### src/shared/rld_pkg.sv
/*
  Shared constants for the re-leveling and door sequencer: register map,
  reset values, field positions and timing.
  Assumes a 125 MHz APB clock; positions are signed millimetres from floor.
*/
package rld_pkg;

  // ----------------------------------------------------------------
  // timing
  // ----------------------------------------------------------------
  localparam int unsigned CLK_HZ       = 125_000_000;
  localparam int unsigned MS_PER_S     = 1000;
  localparam int unsigned MS_CYCLES    = CLK_HZ / MS_PER_S;
  localparam int unsigned HOUR_MS      = 3_600_000;
  localparam int unsigned HOUR_W       = 22;

  // ----------------------------------------------------------------
  // register byte offsets
  // ----------------------------------------------------------------
  localparam logic [7:0] OFS_CTRL      = 8'h00;
  localparam logic [7:0] OFS_ZONE_UP   = 8'h04;
  localparam logic [7:0] OFS_ZONE_DN   = 8'h08;
  localparam logic [7:0] OFS_EXT_DN    = 8'h0C;
  localparam logic [7:0] OFS_LEVEL     = 8'h10;
  localparam logic [7:0] OFS_VEL       = 8'h14;
  localparam logic [7:0] OFS_ATTEMPTS  = 8'h18;
  localparam logic [7:0] OFS_TIMEOUT   = 8'h1C;
  localparam logic [7:0] OFS_DELAY     = 8'h20;
  localparam logic [7:0] OFS_DOOR_T    = 8'h24;
  localparam logic [7:0] OFS_STATUS    = 8'h28;
  localparam logic [7:0] OFS_FAULT     = 8'h2C;

  // ----------------------------------------------------------------
  // control fields
  // ----------------------------------------------------------------
  localparam int CTL_ENABLE   = 0;
  localparam int CTL_CLOSED   = 1;
  localparam int CTL_EXT      = 2;
  localparam int CTL_SEP      = 3;
  localparam int CTL_SEP_UP   = 4;
  localparam int CTL_SEP_DN   = 5;
  localparam int CTL_VN_OK    = 6;
  localparam int CTL_FIRE_LB  = 7;
  localparam int CTL_SWING    = 8;
  localparam int CTL_PRE_CAR  = 9;
  localparam int CTL_SW_OPEN  = 10;
  localparam int CTL_SW_CLOSE = 11;
  localparam int CTL_W        = 12;

  // fault register bits, write one to clear
  localparam int FLT_TIMEOUT  = 0;
  localparam int FLT_OPEN_SW  = 1;
  localparam int FLT_CLOSE_SW = 2;

  // ----------------------------------------------------------------
  // reset values
  // ----------------------------------------------------------------
  localparam logic [CTL_W-1:0] RST_CTRL = 12'h071;
  localparam logic [14:0] RST_ZONE      = 15'h0032;
  localparam logic [14:0] RST_EXT       = 15'h0046;
  localparam logic [14:0] RST_LEVEL     = 15'h000A;
  localparam logic [8:0]  VEL_MAX_MMPS  = 9'h12C;
  localparam logic [8:0]  RST_VN_MMPS   = 9'h064;
  localparam logic [8:0]  RST_V0_MMPS   = 9'h064;
  localparam logic [4:0]  RST_ATTEMPTS  = 5'h06;
  localparam logic [15:0] RST_TIMEOUT   = 16'h3A98;
  localparam logic [15:0] RST_DELAY     = 16'h07D0;
  localparam logic [15:0] RST_DOOR_MS   = 16'h1770;

  typedef enum logic [1:0] {RL_IDLE, RL_DELAY, RL_RUN} rld_rl_state_t;
  typedef enum logic [2:0] {DR_IDLE, DR_OPENING, DR_OPENED, DR_CLOSING, DR_CLOSED}
    rld_door_state_t;
  typedef enum logic [2:0] {LK_IDLE, LK_WAIT_LANDING, LK_CLOSE_CAR, LK_LOCKED}
    rld_lock_state_t;

endpackage

### src/verilog/rld_relevel_door.sv
/*
  Re-leveling controller and basic door sequencer with an APB register file.
  Assumes all inputs synchronous to pclk, a single door, and that the drive,
  door machine and safety chain keep their own timing.
*/
//
// Behaviour
// - by default re-level with doors open, requesting the safety bridge module
// - closed-doors-only option: start re-leveling only with doors already closed
// - command re-leveling velocity, or creep velocity if drive lacks it
// - re-leveling velocity is clamped to at most 0.3 m/s
// - car outside the above/below re-leveling zone needs re-leveling
// - extended below limit applies when option set and doors closed
// - separate smaller level zone ends a run and is reported
// - global enable turns re-leveling on or off
// - separate unit drives up/down outputs, both, up only or down only
// - limit the number of re-leveling attempts per hour, for limits up to SLOTS (16)
// - cancel a run that exceeds the configured timeout
// - wait the configured delay after leaving the zone before starting
// - door without switches is done when its time span expires
// - door with switches missing its span logs a fault, stays operational
// - inspection/rescue: doors torque-free at rest, held closed when moving
// - emergency stop halts any door operation except the inspection/rescue hold-closed drive
// - swing doors: landing closed, then lock magnet, then close car door
// - car-door prerequisite: lock after car door closed, landing reopen reopens non-swing doors
// - lock magnet output is driven for every door type
// - on fire alarm the controller decides whether to honour light barrier
`timescale 1ns/1ps

module rld_relevel_door
  import rld_pkg::*;
#(
  parameter int unsigned TICK_CYCLES = rld_pkg::MS_CYCLES,
  parameter int unsigned HOUR_TICKS  = rld_pkg::HOUR_MS,
  parameter int unsigned SLOTS       = 16
)(
  input  wire logic               pclk,
  input  wire logic               presetn,
  input  wire logic               psel,
  input  wire logic               penable,
  input  wire logic               pwrite,
  input  wire logic [7:0]         paddr,
  input  wire logic [31:0]        pwdata,
  output logic [31:0]             prdata,
  output logic                    pready,
  output logic                    pslverr,
  input  wire logic signed [15:0] car_pos_mm,
  input  wire logic               car_moving,
  input  wire logic               car_start,
  input  wire logic               doors_closed,
  input  wire logic               landing_closed,
  input  wire logic               door_open_sw,
  input  wire logic               door_close_sw,
  input  wire logic               light_barrier,
  input  wire logic               fire_alarm,
  input  wire logic               inspection,
  input  wire logic               rescue,
  input  wire logic               emergency_stop,
  input  wire logic               door_open_cmd,
  input  wire logic               door_close_cmd,
  input  wire logic               start_req,
  output logic                    relevel_run,
  output logic                    relevel_dir_up,
  output logic [8:0]              relevel_velocity,
  output logic                    relevel_up,
  output logic                    relevel_down,
  output logic                    safety_bridge_module,
  output logic                    in_level_zone,
  output logic                    door_open_drive,
  output logic                    door_close_drive,
  output logic                    door_torque,
  output logic                    lock_magnet,
  output logic                    start_ok
);
  import rld_pkg::*;

  localparam int TW = $clog2(TICK_CYCLES + 1);

  function automatic logic [8:0] clamp_vel(input logic [8:0] v);
    clamp_vel = (v > VEL_MAX_MMPS) ? VEL_MAX_MMPS : v;
  endfunction

  // ----------------------------------------------------------------
  // registers
  // ----------------------------------------------------------------
  logic [CTL_W-1:0] ctrl;
  logic [14:0]      zone_up, zone_dn, ext_dn, level_zone;
  logic [8:0]       vn_mmps, v0_mmps;
  logic [4:0]       max_att;
  logic [15:0]      timeout_ms, delay_ms, open_ms, close_ms;
  logic             fault_to;
  logic [1:0]       fault_sw;
  logic             wr_en, rd_setup, hit;
  logic [31:0]      rd_val;

  rld_rl_state_t    rl_state;
  rld_door_state_t  dr_state;
  rld_lock_state_t  lk_state;
  logic [5:0]       active_cnt;

  assign wr_en    = psel & penable & pwrite;
  assign rd_setup = psel & ~penable;
  assign pready   = 1'b1;

  always_comb
  begin
    hit    = 1'b1;
    rd_val = 32'h0;
    unique case (paddr)
      OFS_CTRL:     rd_val = {20'h0, ctrl};
      OFS_ZONE_UP:  rd_val = {17'h0, zone_up};
      OFS_ZONE_DN:  rd_val = {17'h0, zone_dn};
      OFS_EXT_DN:   rd_val = {17'h0, ext_dn};
      OFS_LEVEL:    rd_val = {17'h0, level_zone};
      OFS_VEL:      rd_val = {7'h0, v0_mmps, 7'h0, vn_mmps};
      OFS_ATTEMPTS: rd_val = {10'h0, active_cnt, 11'h0, max_att};
      OFS_TIMEOUT:  rd_val = {16'h0, timeout_ms};
      OFS_DELAY:    rd_val = {16'h0, delay_ms};
      OFS_DOOR_T:   rd_val = {close_ms, open_ms};
      OFS_STATUS:   rd_val = {21'h0, start_ok, lock_magnet, lk_state, dr_state,
                              in_level_zone, rl_state};
      OFS_FAULT:    rd_val = {29'h0, fault_sw, fault_to};
      default:      hit = 1'b0;
    endcase
  end

  assign pslverr = psel & penable & ~hit;

  always_ff @(posedge pclk or negedge presetn)
  begin
    if (!presetn)
      prdata <= 32'h0;
    else if (rd_setup)
      prdata <= rd_val;
  end

  always_ff @(posedge pclk or negedge presetn)
  begin
    if (!presetn)
    begin
      ctrl       <= RST_CTRL;
      zone_up    <= RST_ZONE;
      zone_dn    <= RST_ZONE;
      ext_dn     <= RST_EXT;
      level_zone <= RST_LEVEL;
      vn_mmps    <= RST_VN_MMPS;
      v0_mmps    <= RST_V0_MMPS;
      max_att    <= RST_ATTEMPTS;
      timeout_ms <= RST_TIMEOUT;
      delay_ms   <= RST_DELAY;
      open_ms    <= RST_DOOR_MS;
      close_ms   <= RST_DOOR_MS;
    end
    else if (wr_en)
    begin
      unique case (paddr)
        OFS_CTRL:     ctrl       <= pwdata[CTL_W-1:0];
        OFS_ZONE_UP:  zone_up    <= pwdata[14:0];
        OFS_ZONE_DN:  zone_dn    <= pwdata[14:0];
        OFS_EXT_DN:   ext_dn     <= pwdata[14:0];
        OFS_LEVEL:    level_zone <= pwdata[14:0];
        OFS_VEL:
        begin
          vn_mmps <= clamp_vel(pwdata[8:0]);
          v0_mmps <= clamp_vel(pwdata[24:16]);
        end
        OFS_ATTEMPTS: max_att    <= pwdata[4:0];
        OFS_TIMEOUT:  timeout_ms <= pwdata[15:0];
        OFS_DELAY:    delay_ms   <= pwdata[15:0];
        OFS_DOOR_T:
        begin
          open_ms  <= pwdata[15:0];
          close_ms <= pwdata[31:16];
        end
        default:
        begin
        end
      endcase
    end
  end

  // ----------------------------------------------------------------
  // millisecond tick
  // ----------------------------------------------------------------
  logic [TW-1:0] tick_cnt;
  logic          ms_tick;

  assign ms_tick = (tick_cnt == TW'(TICK_CYCLES - 1));

  always_ff @(posedge pclk or negedge presetn)
  begin
    if (!presetn)
      tick_cnt <= '0;
    else
      tick_cnt <= ms_tick ? '0 : tick_cnt + 1'b1;
  end

  // ----------------------------------------------------------------
  // zone checks
  // ----------------------------------------------------------------
  logic signed [16:0] pos;
  logic [14:0]        dn_lim;
  logic               above_out, below_out, out_zone;

  assign pos       = {car_pos_mm[15], car_pos_mm};
  assign dn_lim    = (ctrl[CTL_EXT] && doors_closed) ? ext_dn : zone_dn;
  assign above_out = pos > $signed({2'b00, zone_up});
  assign below_out = pos < -$signed({2'b00, dn_lim});
  assign out_zone  = above_out | below_out;
  assign in_level_zone = (pos <= $signed({2'b00, level_zone})) &&
                         (pos >= -$signed({2'b00, level_zone}));

  // ----------------------------------------------------------------
  // attempts in the last hour, one countdown per attempt
  // ----------------------------------------------------------------
  logic [HOUR_W-1:0] slot_left [SLOTS];
  logic [SLOTS-1:0]  slot_busy;
  logic [$clog2(SLOTS)-1:0] free_idx;
  logic              attempt, att_ok;

  always_comb
  begin
    free_idx   = '0;
    active_cnt = '0;
    for (int i = SLOTS - 1; i >= 0; i--)
    begin
      if (!slot_busy[i])
        free_idx = ($clog2(SLOTS))'(i);
      active_cnt = active_cnt + {5'h0, slot_busy[i]};
    end
  end

  assign att_ok = active_cnt < {1'b0, max_att};

  for (genvar g = 0; g < SLOTS; g++)
  begin : g_slot
    assign slot_busy[g] = slot_left[g] != '0;
    always_ff @(posedge pclk or negedge presetn)
    begin
      if (!presetn)
        slot_left[g] <= '0;
      else if (attempt && free_idx == ($clog2(SLOTS))'(g) && !slot_busy[g])
        slot_left[g] <= HOUR_W'(HOUR_TICKS);
      else if (ms_tick && slot_busy[g])
        slot_left[g] <= slot_left[g] - 1'b1;
    end
  end

  // ----------------------------------------------------------------
  // re-leveling sequencer
  // ----------------------------------------------------------------
  logic [15:0] rl_ms;
  logic        may_start, timed_out, go_up;

  // closed-only mode never needs the bridge, so it waits for shut doors
  assign may_start = ctrl[CTL_ENABLE] && !car_moving && att_ok &&
                     (!ctrl[CTL_CLOSED] || doors_closed);
  assign timed_out = (rl_state == RL_RUN) && (rl_ms >= timeout_ms);
  assign attempt   = (rl_state == RL_DELAY) && ms_tick && (rl_ms >= delay_ms) &&
                     out_zone && may_start;

  always_ff @(posedge pclk or negedge presetn)
  begin
    if (!presetn)
    begin
      rl_state <= RL_IDLE;
      rl_ms    <= '0;
      go_up    <= 1'b0;
    end
    else
    begin
      unique case (rl_state)
        RL_IDLE:
          if (may_start && out_zone)
          begin
            rl_state <= RL_DELAY;
            rl_ms    <= '0;
          end
        RL_DELAY:
          if (!out_zone || !may_start)
            rl_state <= RL_IDLE;                           // sway filtered
          else if (attempt)
          begin
            rl_state <= RL_RUN;
            rl_ms    <= '0;
            go_up    <= below_out;
          end
          else if (ms_tick)
            rl_ms <= rl_ms + 1'b1;
        RL_RUN:
          if (timed_out || !ctrl[CTL_ENABLE] || in_level_zone)
            rl_state <= RL_IDLE;
          else if (ms_tick)
            rl_ms <= rl_ms + 1'b1;
      endcase
    end
  end

  always_ff @(posedge pclk or negedge presetn)
  begin
    if (!presetn)
      fault_to <= 1'b0;
    else if (timed_out)
      fault_to <= 1'b1;                                    // set beats clear
    else if (wr_en && paddr == OFS_FAULT && pwdata[FLT_TIMEOUT])
      fault_to <= 1'b0;
  end

  logic running, use_sep;
  assign running = (rl_state == RL_RUN) && !timed_out;
  assign use_sep = ctrl[CTL_SEP] &&
                   (go_up ? ctrl[CTL_SEP_UP] : ctrl[CTL_SEP_DN]);

  always_ff @(posedge pclk or negedge presetn)
  begin
    if (!presetn)
    begin
      relevel_run          <= 1'b0;
      relevel_dir_up       <= 1'b0;
      relevel_velocity     <= '0;
      relevel_up           <= 1'b0;
      relevel_down         <= 1'b0;
      safety_bridge_module <= 1'b0;
    end
    else
    begin
      relevel_run          <= running && !use_sep;
      relevel_dir_up       <= go_up;
      relevel_velocity     <= running ? (ctrl[CTL_VN_OK] ? vn_mmps : v0_mmps) : '0;
      relevel_up           <= running && use_sep && go_up;
      relevel_down         <= running && use_sep && !go_up;
      safety_bridge_module <= running && !ctrl[CTL_CLOSED] && !doors_closed;
    end
  end

  // ----------------------------------------------------------------
  // door machine
  // ----------------------------------------------------------------
  logic [15:0] dr_ms;
  logic        lb_eff, special, req_open, req_close, open_done, close_done;

  // smoke can trip the barrier, so fire mode follows the control bit
  assign lb_eff  = light_barrier && (!fire_alarm || ctrl[CTL_FIRE_LB]);
  assign special = inspection || rescue;
  assign open_done  = ctrl[CTL_SW_OPEN] ? door_open_sw : (dr_ms >= open_ms);
  assign close_done = ctrl[CTL_SW_CLOSE] ? door_close_sw : (dr_ms >= close_ms);
  assign req_open  = door_open_cmd || (lk_state == LK_CLOSE_CAR && !landing_closed);
  assign req_close = door_close_cmd || lk_state == LK_CLOSE_CAR || lk_state == LK_LOCKED;

  always_ff @(posedge pclk or negedge presetn)
  begin
    if (!presetn)
    begin
      dr_state <= DR_IDLE;
      dr_ms    <= '0;
    end
    else if (emergency_stop || (special && !car_moving && !car_start))
    begin
      dr_state <= DR_IDLE;
      dr_ms    <= '0;
    end
    else
    begin
      if (ms_tick && dr_ms != 16'hFFFF)
        dr_ms <= dr_ms + 1'b1;
      unique case (dr_state)
        DR_IDLE, DR_CLOSED, DR_OPENED:
          if (req_open && dr_state != DR_OPENED && !special)
          begin
            dr_state <= DR_OPENING;
            dr_ms    <= '0;
          end
          else if ((req_close || (special && car_moving)) && dr_state != DR_CLOSED)
          begin
            dr_state <= DR_CLOSING;
            dr_ms    <= '0;
          end
        DR_OPENING:
          if (open_done || dr_ms >= open_ms)
            dr_state <= DR_OPENED;                         // operational anyway
        DR_CLOSING:
          if ((lb_eff || req_open) && !special)
          begin
            dr_state <= DR_OPENING;
            dr_ms    <= '0;
          end
          else if (close_done || dr_ms >= close_ms)
            dr_state <= DR_CLOSED;
      endcase
    end
  end

  logic open_miss, close_miss;
  assign open_miss  = dr_state == DR_OPENING && ctrl[CTL_SW_OPEN] &&
                      !door_open_sw && dr_ms >= open_ms;
  assign close_miss = dr_state == DR_CLOSING && ctrl[CTL_SW_CLOSE] &&
                      !door_close_sw && !lb_eff && dr_ms >= close_ms;

  always_ff @(posedge pclk or negedge presetn)
  begin
    if (!presetn)
      fault_sw <= 2'b00;
    else
    begin
      if (open_miss)
        fault_sw[0] <= 1'b1;
      else if (wr_en && paddr == OFS_FAULT && pwdata[FLT_OPEN_SW])
        fault_sw[0] <= 1'b0;
      if (close_miss)
        fault_sw[1] <= 1'b1;
      else if (wr_en && paddr == OFS_FAULT && pwdata[FLT_CLOSE_SW])
        fault_sw[1] <= 1'b0;
    end
  end

  always_ff @(posedge pclk or negedge presetn)
  begin
    if (!presetn)
    begin
      door_open_drive  <= 1'b0;
      door_close_drive <= 1'b0;
      door_torque      <= 1'b0;
    end
    else
    begin
      door_open_drive  <= dr_state == DR_OPENING;
      door_close_drive <= dr_state == DR_CLOSING ||
                          (special && (car_moving || car_start));
      door_torque      <= (dr_state == DR_OPENING || dr_state == DR_CLOSING) ||
                          (special && (car_moving || car_start));
    end
  end

  // ----------------------------------------------------------------
  // landing lock sequence before a start
  // ----------------------------------------------------------------
  always_ff @(posedge pclk or negedge presetn)
  begin
    if (!presetn)
      lk_state <= LK_IDLE;
    else if (emergency_stop || !start_req)
      lk_state <= LK_IDLE;
    else
    begin
      unique case (lk_state)
        LK_IDLE:
          lk_state <= (ctrl[CTL_SWING] && !ctrl[CTL_PRE_CAR]) ?
                      LK_WAIT_LANDING : LK_CLOSE_CAR;
        LK_WAIT_LANDING:
          if (landing_closed)
            lk_state <= LK_LOCKED;                          // magnet before car door
        LK_CLOSE_CAR:
          if (doors_closed && landing_closed && dr_state == DR_CLOSED)
            lk_state <= LK_LOCKED;
        LK_LOCKED:
          if (!landing_closed && !ctrl[CTL_SWING])
            lk_state <= LK_CLOSE_CAR;
      endcase
    end
  end

  always_ff @(posedge pclk or negedge presetn)
  begin
    if (!presetn)
    begin
      lock_magnet <= 1'b0;
      start_ok    <= 1'b0;
    end
    else
    begin
      lock_magnet <= lk_state == LK_LOCKED;
      start_ok    <= lk_state == LK_LOCKED && doors_closed && dr_state == DR_CLOSED;
    end
  end
endmodule // rld_relevel_door

### config.mk
export PLATFORM = sky130hd
export DESIGN_NAME = rld_relevel_door
export DESIGN_NICKNAME = d
export VERILOG_FILES = /design/src/shared/rld_pkg.sv /design/src/verilog/rld_relevel_door.sv
export SDC_FILE = /design/constraint.sdc
export NUM_CORES = 1
export LEC_CHECK = 0
export BUFFER_PORTS_ARGS = -buffer_cell sky130_fd_sc_hd__buf_2
export CAP_MARGIN = 20
export CORE_MARGIN = 8
export CORE_UTILIZATION = 45
export CTS_BUF_LIST = sky130_fd_sc_hd__clkbuf_8
export CTS_CLUSTER_SIZE = 40
export DETAILED_ROUTE_END_ITERATION = 8
export PLACE_DENSITY = 0.72
export REMOVE_ABC_BUFFERS = 1
export SETUP_SLACK_MARGIN = 0.1
export SLEW_MARGIN = 20
export SYNTH_ARGS = -nofsm -noshare
export SYNTH_HDL_FRONTEND = slang
export SYNTH_SLANG_ARGS = --single-unit
### constraint.sdc
create_clock -name pclk -period 24.9 [get_ports pclk]
set_input_delay 3.735 -clock pclk [delete_from_list [all_inputs] [get_ports pclk]]
set_output_delay 3.735 -clock pclk [all_outputs]
set_load 0.02 [all_outputs]
# Word level (Yosys, flattened, before mapping)
# Index checks and enable logic that the tools add are counted.
totals:
  out_inout_bits: 54
  inputBits: 75
  reg_bits: 623
  elab_cells: 456
op_classes:
  n_reduce_logical: 206
  eq_ne: 50
  n_lt_le_gt_ge: 11
  bitwise: 8
  muxes: 95
  n_addsub: 36
ops:
  columns: ["cell", "count"]
  rows:
  - ["22-bit two-way mux", 32]
  - ["32-bit one-hot mux with 12 select lines", 1]
  - ["22-bit nonzero test", 16]
  - ["22-bit by 1-bit subtractor with 22-bit output (second input constant)", 16]
  - ["16-bit two-way mux", 10]
  - ["1-bit logical AND", 95]
  - ["16-bit greater-or-equal comparator", 4]
  - ["4-bit two-way mux", 16]
  - ["6-bit by 1-bit adder with 6-bit output", 10]
  - ["16-bit one-hot mux with 3 select lines", 1]
  - ["2-bit nonzero test", 19]
  - ["9-bit two-way mux", 4]
  - ["1-bit zero test", 35]
  - ["15-bit negator with 17-bit output", 2]
  - ["16-bit by 1-bit adder with 16-bit output (second input constant)", 2]
  - ["4-bit == test (second input constant)", 8]
  - ["8-bit by 5-bit == test with 1-bit output (second input constant)", 4]
  - ["8-bit by 6-bit == test with 1-bit output (second input constant)", 4]
  - ["16-bit one-hot mux with 2 select lines", 1]
  - ["3-bit two-way mux", 10]
  - ["2-bit AND reduction", 10]
  - ["1-bit logical OR", 19]
  - ["9-bit > comparator (second input constant)", 2]
  - ["17-bit by 1-bit adder with 17-bit output (second input constant)", 1]
  - ["45 further kinds", 84]

# Logic depth before layout (Yosys ltp)
logic_depth:
  word_depth: 23
  depth_mapped: 28
  ltp_nobuf: 25

# Worst setup path before layout
# No wires, ideal clock.
synth_path:
  path_type: "input to register"
  from: "input port doors_closed"
  to: "register rl_ms[10]"
  stages: 23
  path_slack_ns: 15.751
  setup_time_ns: 0.066
  required_ns: 24.834
  arrival_time_ns: 9.083
  path_cell_list: "and2_1 > clkbuf_1 > buf_1 > buf_1 > mux2i_1 > ha_1 > o211a_1 > o21ai_0 > nor2_1 > o21ai_0 > nor2_1 > xnor2_1 > ha_1 > a21o_1 > a2111oi_0 > o22ai_1 > nor4b_1 > or2_2 > clkbuf_1 > nor2_1 > nor3b_1 > clkbuf_1 > a22o_1"
synth_via:
  elab_chain_cells: 10
  elab_cells_between_ends: 19
  cone_classes: "add/sub (1); order compare (1); eq/ne (2); mux (4); bitwise (1); reduce/logical (10)"
synth_rtl:
  columns: ["item", "line", "text"]
  rows:
  - ["start, declared", "rld_relevel_door.sv:50", "input wire logic doors_closed,"]
  - ["1-bit logical AND", "rld_relevel_door.sv:206", "assign dn_lim = (ctrl[CTL_EXT] && doors_closed) ? ext_dn : zone_dn;"]
  - ["15-bit two-way mux", "rld_relevel_door.sv:206", null]
  - ["15-bit negator with 17-bit output", "rld_relevel_door.sv:208", "assign below_out = pos < -$signed({2'b00, dn_lim});"]
  - ["16-bit by 17-bit < comparator with 1-bit output", "rld_relevel_door.sv:208", null]
  - ["1-bit bitwise OR", "rld_relevel_door.sv:209", "assign out_zone = above_out | below_out;"]
  - ["1-bit logical AND", "rld_relevel_door.sv:259", "assign attempt = (rl_state == RL_DELAY) && ms_tick && (rl_ms >= delay_ms) &&"]
  - ["1-bit logical AND", "rld_relevel_door.sv:260", "out_zone && may_start;"]
  - ["16-bit two-way mux", "rld_relevel_door.sv:282", "else if (attempt)"]
  - ["16-bit two-way mux", "rld_relevel_door.sv:280", "if (!out_zone || !may_start)"]
  - ["16-bit one-hot mux with 3 select lines", "rld_relevel_door.sv:272", "unique case (rl_state)"]
  - ["end signal, assigned", "rld_relevel_door.sv:289", "rl_ms <= rl_ms + 1'b1;"]
  - ["end signal, assigned", "rld_relevel_door.sv:294", "rl_ms <= rl_ms + 1'b1;"]
  - ["end, declared", "rld_relevel_door.sv:252", "logic [15:0] rl_ms;"]
# Several ways; a longest one is shown, not always the timed one. The select of a mux whose other input is x is not followed.
# A chain may end at the register's enable or synchronous reset.

# Worst setup path after layout
layout_path:
  from: "register slot_left[264] in the netlist's numbering"
  to: "register slot_left[95] in the netlist's numbering"
layout_via:
  elab_chain_cells: 12
  elab_cells_between_ends: 18
  cone_classes: "add/sub (4); order compare (1); eq/ne (1); mux (5); reduce/logical (7)"
layout_rtl:
  columns: ["item", "line", "text"]
  rows:
  - ["start, declared", "rld_relevel_door.sv:216", "logic [HOUR_W-1:0] slot_left [SLOTS];"]
  - ["start signal, assigned by index", "rld_relevel_door.sv:243", "slot_left[g] <= HOUR_W'(HOUR_TICKS);"]
  - ["start signal, assigned by index", "rld_relevel_door.sv:245", "slot_left[g] <= slot_left[g] - 1'b1;"]
  - ["22-bit nonzero test *", "rld_relevel_door.sv:237", "assign slot_busy[g] = slot_left[g] != '0;"]
  - ["6-bit by 1-bit adder with 6-bit output (4 in series)", "rld_relevel_door.sv:229", "active_cnt = active_cnt + {5'h0, slot_busy[i]};"]
  - ["6-bit by 5-bit < comparator with 1-bit output", "rld_relevel_door.sv:233", "assign att_ok = active_cnt < {1'b0, max_att};"]
  - ["1-bit logical AND (2 in series)", "rld_relevel_door.sv:256", "assign may_start = ctrl[CTL_ENABLE] && !car_moving && att_ok &&"]
  - ["1-bit logical AND", "rld_relevel_door.sv:260", null]
  - ["1-bit logical AND * (2 in series)", "rld_relevel_door.sv:242", "else if (attempt && free_idx == ($clog2(SLOTS))'(g) && !slot_busy[g])"]
  - ["22-bit two-way mux / 2-bit nonzero test (equally long branches)", null, null]
# Every way passes the cells marked *; elsewhere a longest branch is shown, timed or not.

==> flow_summary_export.csv <==
group,metric,value,unit
grt,grt_pass1_wl,135,mm
power_and_ir_drop,leakagePower,16.2,nW
synthesis,avgSynthCellArea,10.0,sq um
worst_hold_path,hold_depth,2,
placement,placed_area,35400,sq um
timing,hold_viol_final,0,
grt,first_global_vias,25800,
timing,fin_crit_sh,0.384,
synthesis,syn_area,33600,sq um
grt,antenna_found_initial,1,
worst_setup_path,rr_worst_depth,24,
route,wl_per_cell,18.0,um
route,vias,26000,
floorplanning,die_w,289,um
route,detail-route-antenna-nets,0,
synthesis,synthTopCellsByArea,"dfrtp_1, ha_1, xnor2_1, mux2_2, dfstp_2",
grt,top_usage_layer,"met2",
timing,fin_tns_setup,0,ns
timing,rsz0062_at_grt,"false",
worst_setup_path,worstPathArrival,10.16,ns
floorplanning,chipHeight,289,um
clocking,cts_buffer_depth,3,
synthesis,ys_ff_latch,622,
timing,fin_crit,9.56,ns
power_and_ir_drop,cellPowerDensity,56.4,nW/um^2
run,maxCapViolCount,0,
worst_hold_path,min_path_type,"flop to flop",
grt,grt_use_met1,0.267,
synthesis,synth.yosys.seq_area_share,0.465,
synthesis,synth_top_flop_cell,"dfrtp_1",
timing,tightest_slew,1.06,ns
synthesis,ys_types,79,
route,first_pass_iters,5,
floorplanning,num_rows,100,
worst_hold_path,whs_endpoint,"prdata[25]",
layout,n_fill_cell,6687,
timing,drv_slew,0,
timing,clock_skew,0.0401,ns
synthesis,yosysWarningCount,0,
route,routed_via_density,5.69,
timing,finalSetupViolCount,0,
route,drt_iter0_drc,1765,
worst_hold_path,hp-start,"prdata[25]",
timing,fmax,105,MHz
placement,gp_congestion,0.926,
floorplanning,dieArea,83700,sq um
route,drc,0,
layout,final_util,0.506,
grt,use_met3,0.0334,
clocking,clk_pin_slew,0.06,ns
layout,finalNetCount,3760,
placement,dp_hpwl,59.1,mm
clocking,cts_hold_buf,0,
floorplanning,pin_count,129,
clocking,cts-root-buf,"clkbuf_8",
worst_setup_path,crit_fanout,25,
clocking,cts_resized,0,
timing,holdWs,0.459,ns
floorplanning,start_util,0.453,
clocking,clock_latency,0.71,ns
layout,design_area,37500,sq um
worst_setup_path,worstSetupStartpointType,"flop",
clocking,cts.sinks,622,
synthesis,yosys.area.top_type_share,0.426,
worst_setup_path,r2r_start,"slot_left[264]",
synthesis,yosysTopAreaCell,"dfrtp_1",
worst_setup_path,regToRegSetupSlack,15.34,ns
placement,io_buffers,127,
outcome,outcome,"complete, no violations",
route,drt-total-wl,82.3,mm
layout,drive_above_1_share,0.155,
synthesis,synth.most_common_cell,"dfrtp_1",
clocking,post_cts_buffers,0,
floorplanning,core_area,74200,sq um
synthesis,synth_edf_count,0,
worst_setup_path,cp-end-kind,"flop",
grt,track_usage,0.197,
timing,slew_headroom,0.288,
synthesis,ys_async_sr_fraction,1.00,
grt,gr-total-overflow,0,
clocking,cts_tree,"done",
synthesis,synthTopCellsByCount,"dfrtp_1, nand2_1, nor2_1",
worst_setup_path,path_class,"flop to flop",
power_and_ir_drop,ir_worst_vdd,0.0372,mV
synthesis,syn_inst,3347,
worst_setup_path,critical_path_required,25.50,ns
clocking,htreeDepth,3,
clocking,cts_made_buffers,102,
grt,grt_use_met2,0.316,
worst_setup_path,timing.rr.end,"slot_left[95]",
layout,syn_to_final_growth,11.7,%
grt,grt_max_degree,78,
how the worst max path moves through the flow:
stage / startpoint / to / cells past startpoint
after floorplan: doors_closed / rl_ms[10] / 19
after global placement: doors_closed / slot_left[95] / 21
after detailed placement: doors_closed / slot_left[103] / 21
after CTS: slot_left[264] / slot_left[95] / 24
after global routing: slot_left[264] / slot_left[95] / 24
final: slot_left[264] / slot_left[95] / 24
logic make-up (layout without fill, tap and decap cells):
logic type                 count (synthesis)  after routing  synth area share
other                                      1              3          0.000112
xor gates and xnor gates                 332            332            0.0866
muxes                                    171            171            0.0564
AOI/OAI and AO/OA                        474            474            0.0975
DFF                                      622            622             0.465
and+or+nand+nor                         1290           1290             0.195
adders and majority gates                174            174            0.0670
buffers and inverters                    283            527            0.0319
cell usage in the layout, fill, tap and decap left out, drive strengths merged, types with 31 or more instances in the layout:
master and n:
dfrtp 572, nand2 320, nor2 257, inv 210, xnor2 191, buf 166, ha 164, nor3 148
mux2 145, xor2 141, o21ai 135, clkbuf 128, nand3 100, nor4 93, nand4 69, a21oi 64
or4 54, dfstp 50, or3 48, nand2b 45, a22o 37, a22oi 31
critical path, cell delays in order, from the launching register on:
cell and delay, ns:
dfrtp_1 0.41, inv_1 0.07, ha_1 0.15, or3b_2 0.45, or3_1 0.41, nand2b_1 0.18
nor4_1 0.76, fa_1 0.59, fa_1 0.53, fa_1 0.43, fa_1 0.49, inv_1 0.04
ha_1 0.20, fa_1 0.46, a21oi_1 0.14, nor2b_1 0.11, ha_1 0.19, or3b_2 0.43
a221oi_1 0.22, o21a_1 0.33, nor4b_1 0.85, or2_2 0.34, nand4_1 0.83, or2_2 0.75
nand3_1 0.10
routing by layer:
| metal | wire length, um | up-vias | part of all wire |
|---|---|---|---|
| met5 | 0 | - | 0 |
| met4 | 2500 | 0 | 0.030 |
| met3 | 5090 | 177 | 0.062 |
| met2 | 37400 | 732 | 0.45 |
| met1 | 37200 | 12800 | 0.45 |
| li1 | - | 12300 | - |
power breakdown:
group | internal, W | switching (W) | total, W | leakage, nW
clock network | 0.000516 | 0.000420 | 0.000937 | 1.24
registers | 0.00102 | 0.00000956 | 0.00103 | 7.41
logic | 0.0000548 | 0.0000964 | 0.000151 | 7.59
through the flow:
| step | instances | total power (W) | setup WS (ns) |
|---|---|---|---|
| finish | 4562 | 0.00212 | 15.34 |
| CTS | 4560 | 0.00214 | 15.36 |
| global route | 4561 | 0.00221 | 14.91 |
| global placement | 4376 | 0.00120 | 14.87 |
| floorplan | 3241 | 0.00113 | 15.84 |
| detailed placement | 4376 | 0.00120 | 14.83 |
layout make-up:
type | instances | area (sq um) | area share
clock buffer | 128 | 1760 | 0.0469
clock inverter | 56 | 402 | 0.0107
tap | 969 | 1210 | 0.0323
timing repair buffer | 166 | 938 | 0.0250
multi-input combinational | 2442 | 16900 | 0.451
inverter | 177 | 664 | 0.0177
sequential | 622 | 15600 | 0.416
antenna | 2 | 5.00 | 0.000133
flip-flops by register name, summed over array words and instances (netlist names), 3 cells and up:
register,flops
close_ms,16
ctrl,12
delay_ms,16
dr_ms,16
dr_state,3
ext_dn,15
level_zone,15
max_att,5
open_ms,16
prdata,32
relevel_velocity,9
rl_ms,16
slot_left,352
tick_cnt,17
timeout_ms,16
v0_mmps,9
vn_mmps,9
zone_dn,15
zone_up,15
Note: power is estimated with default switching activity, not from simulation.
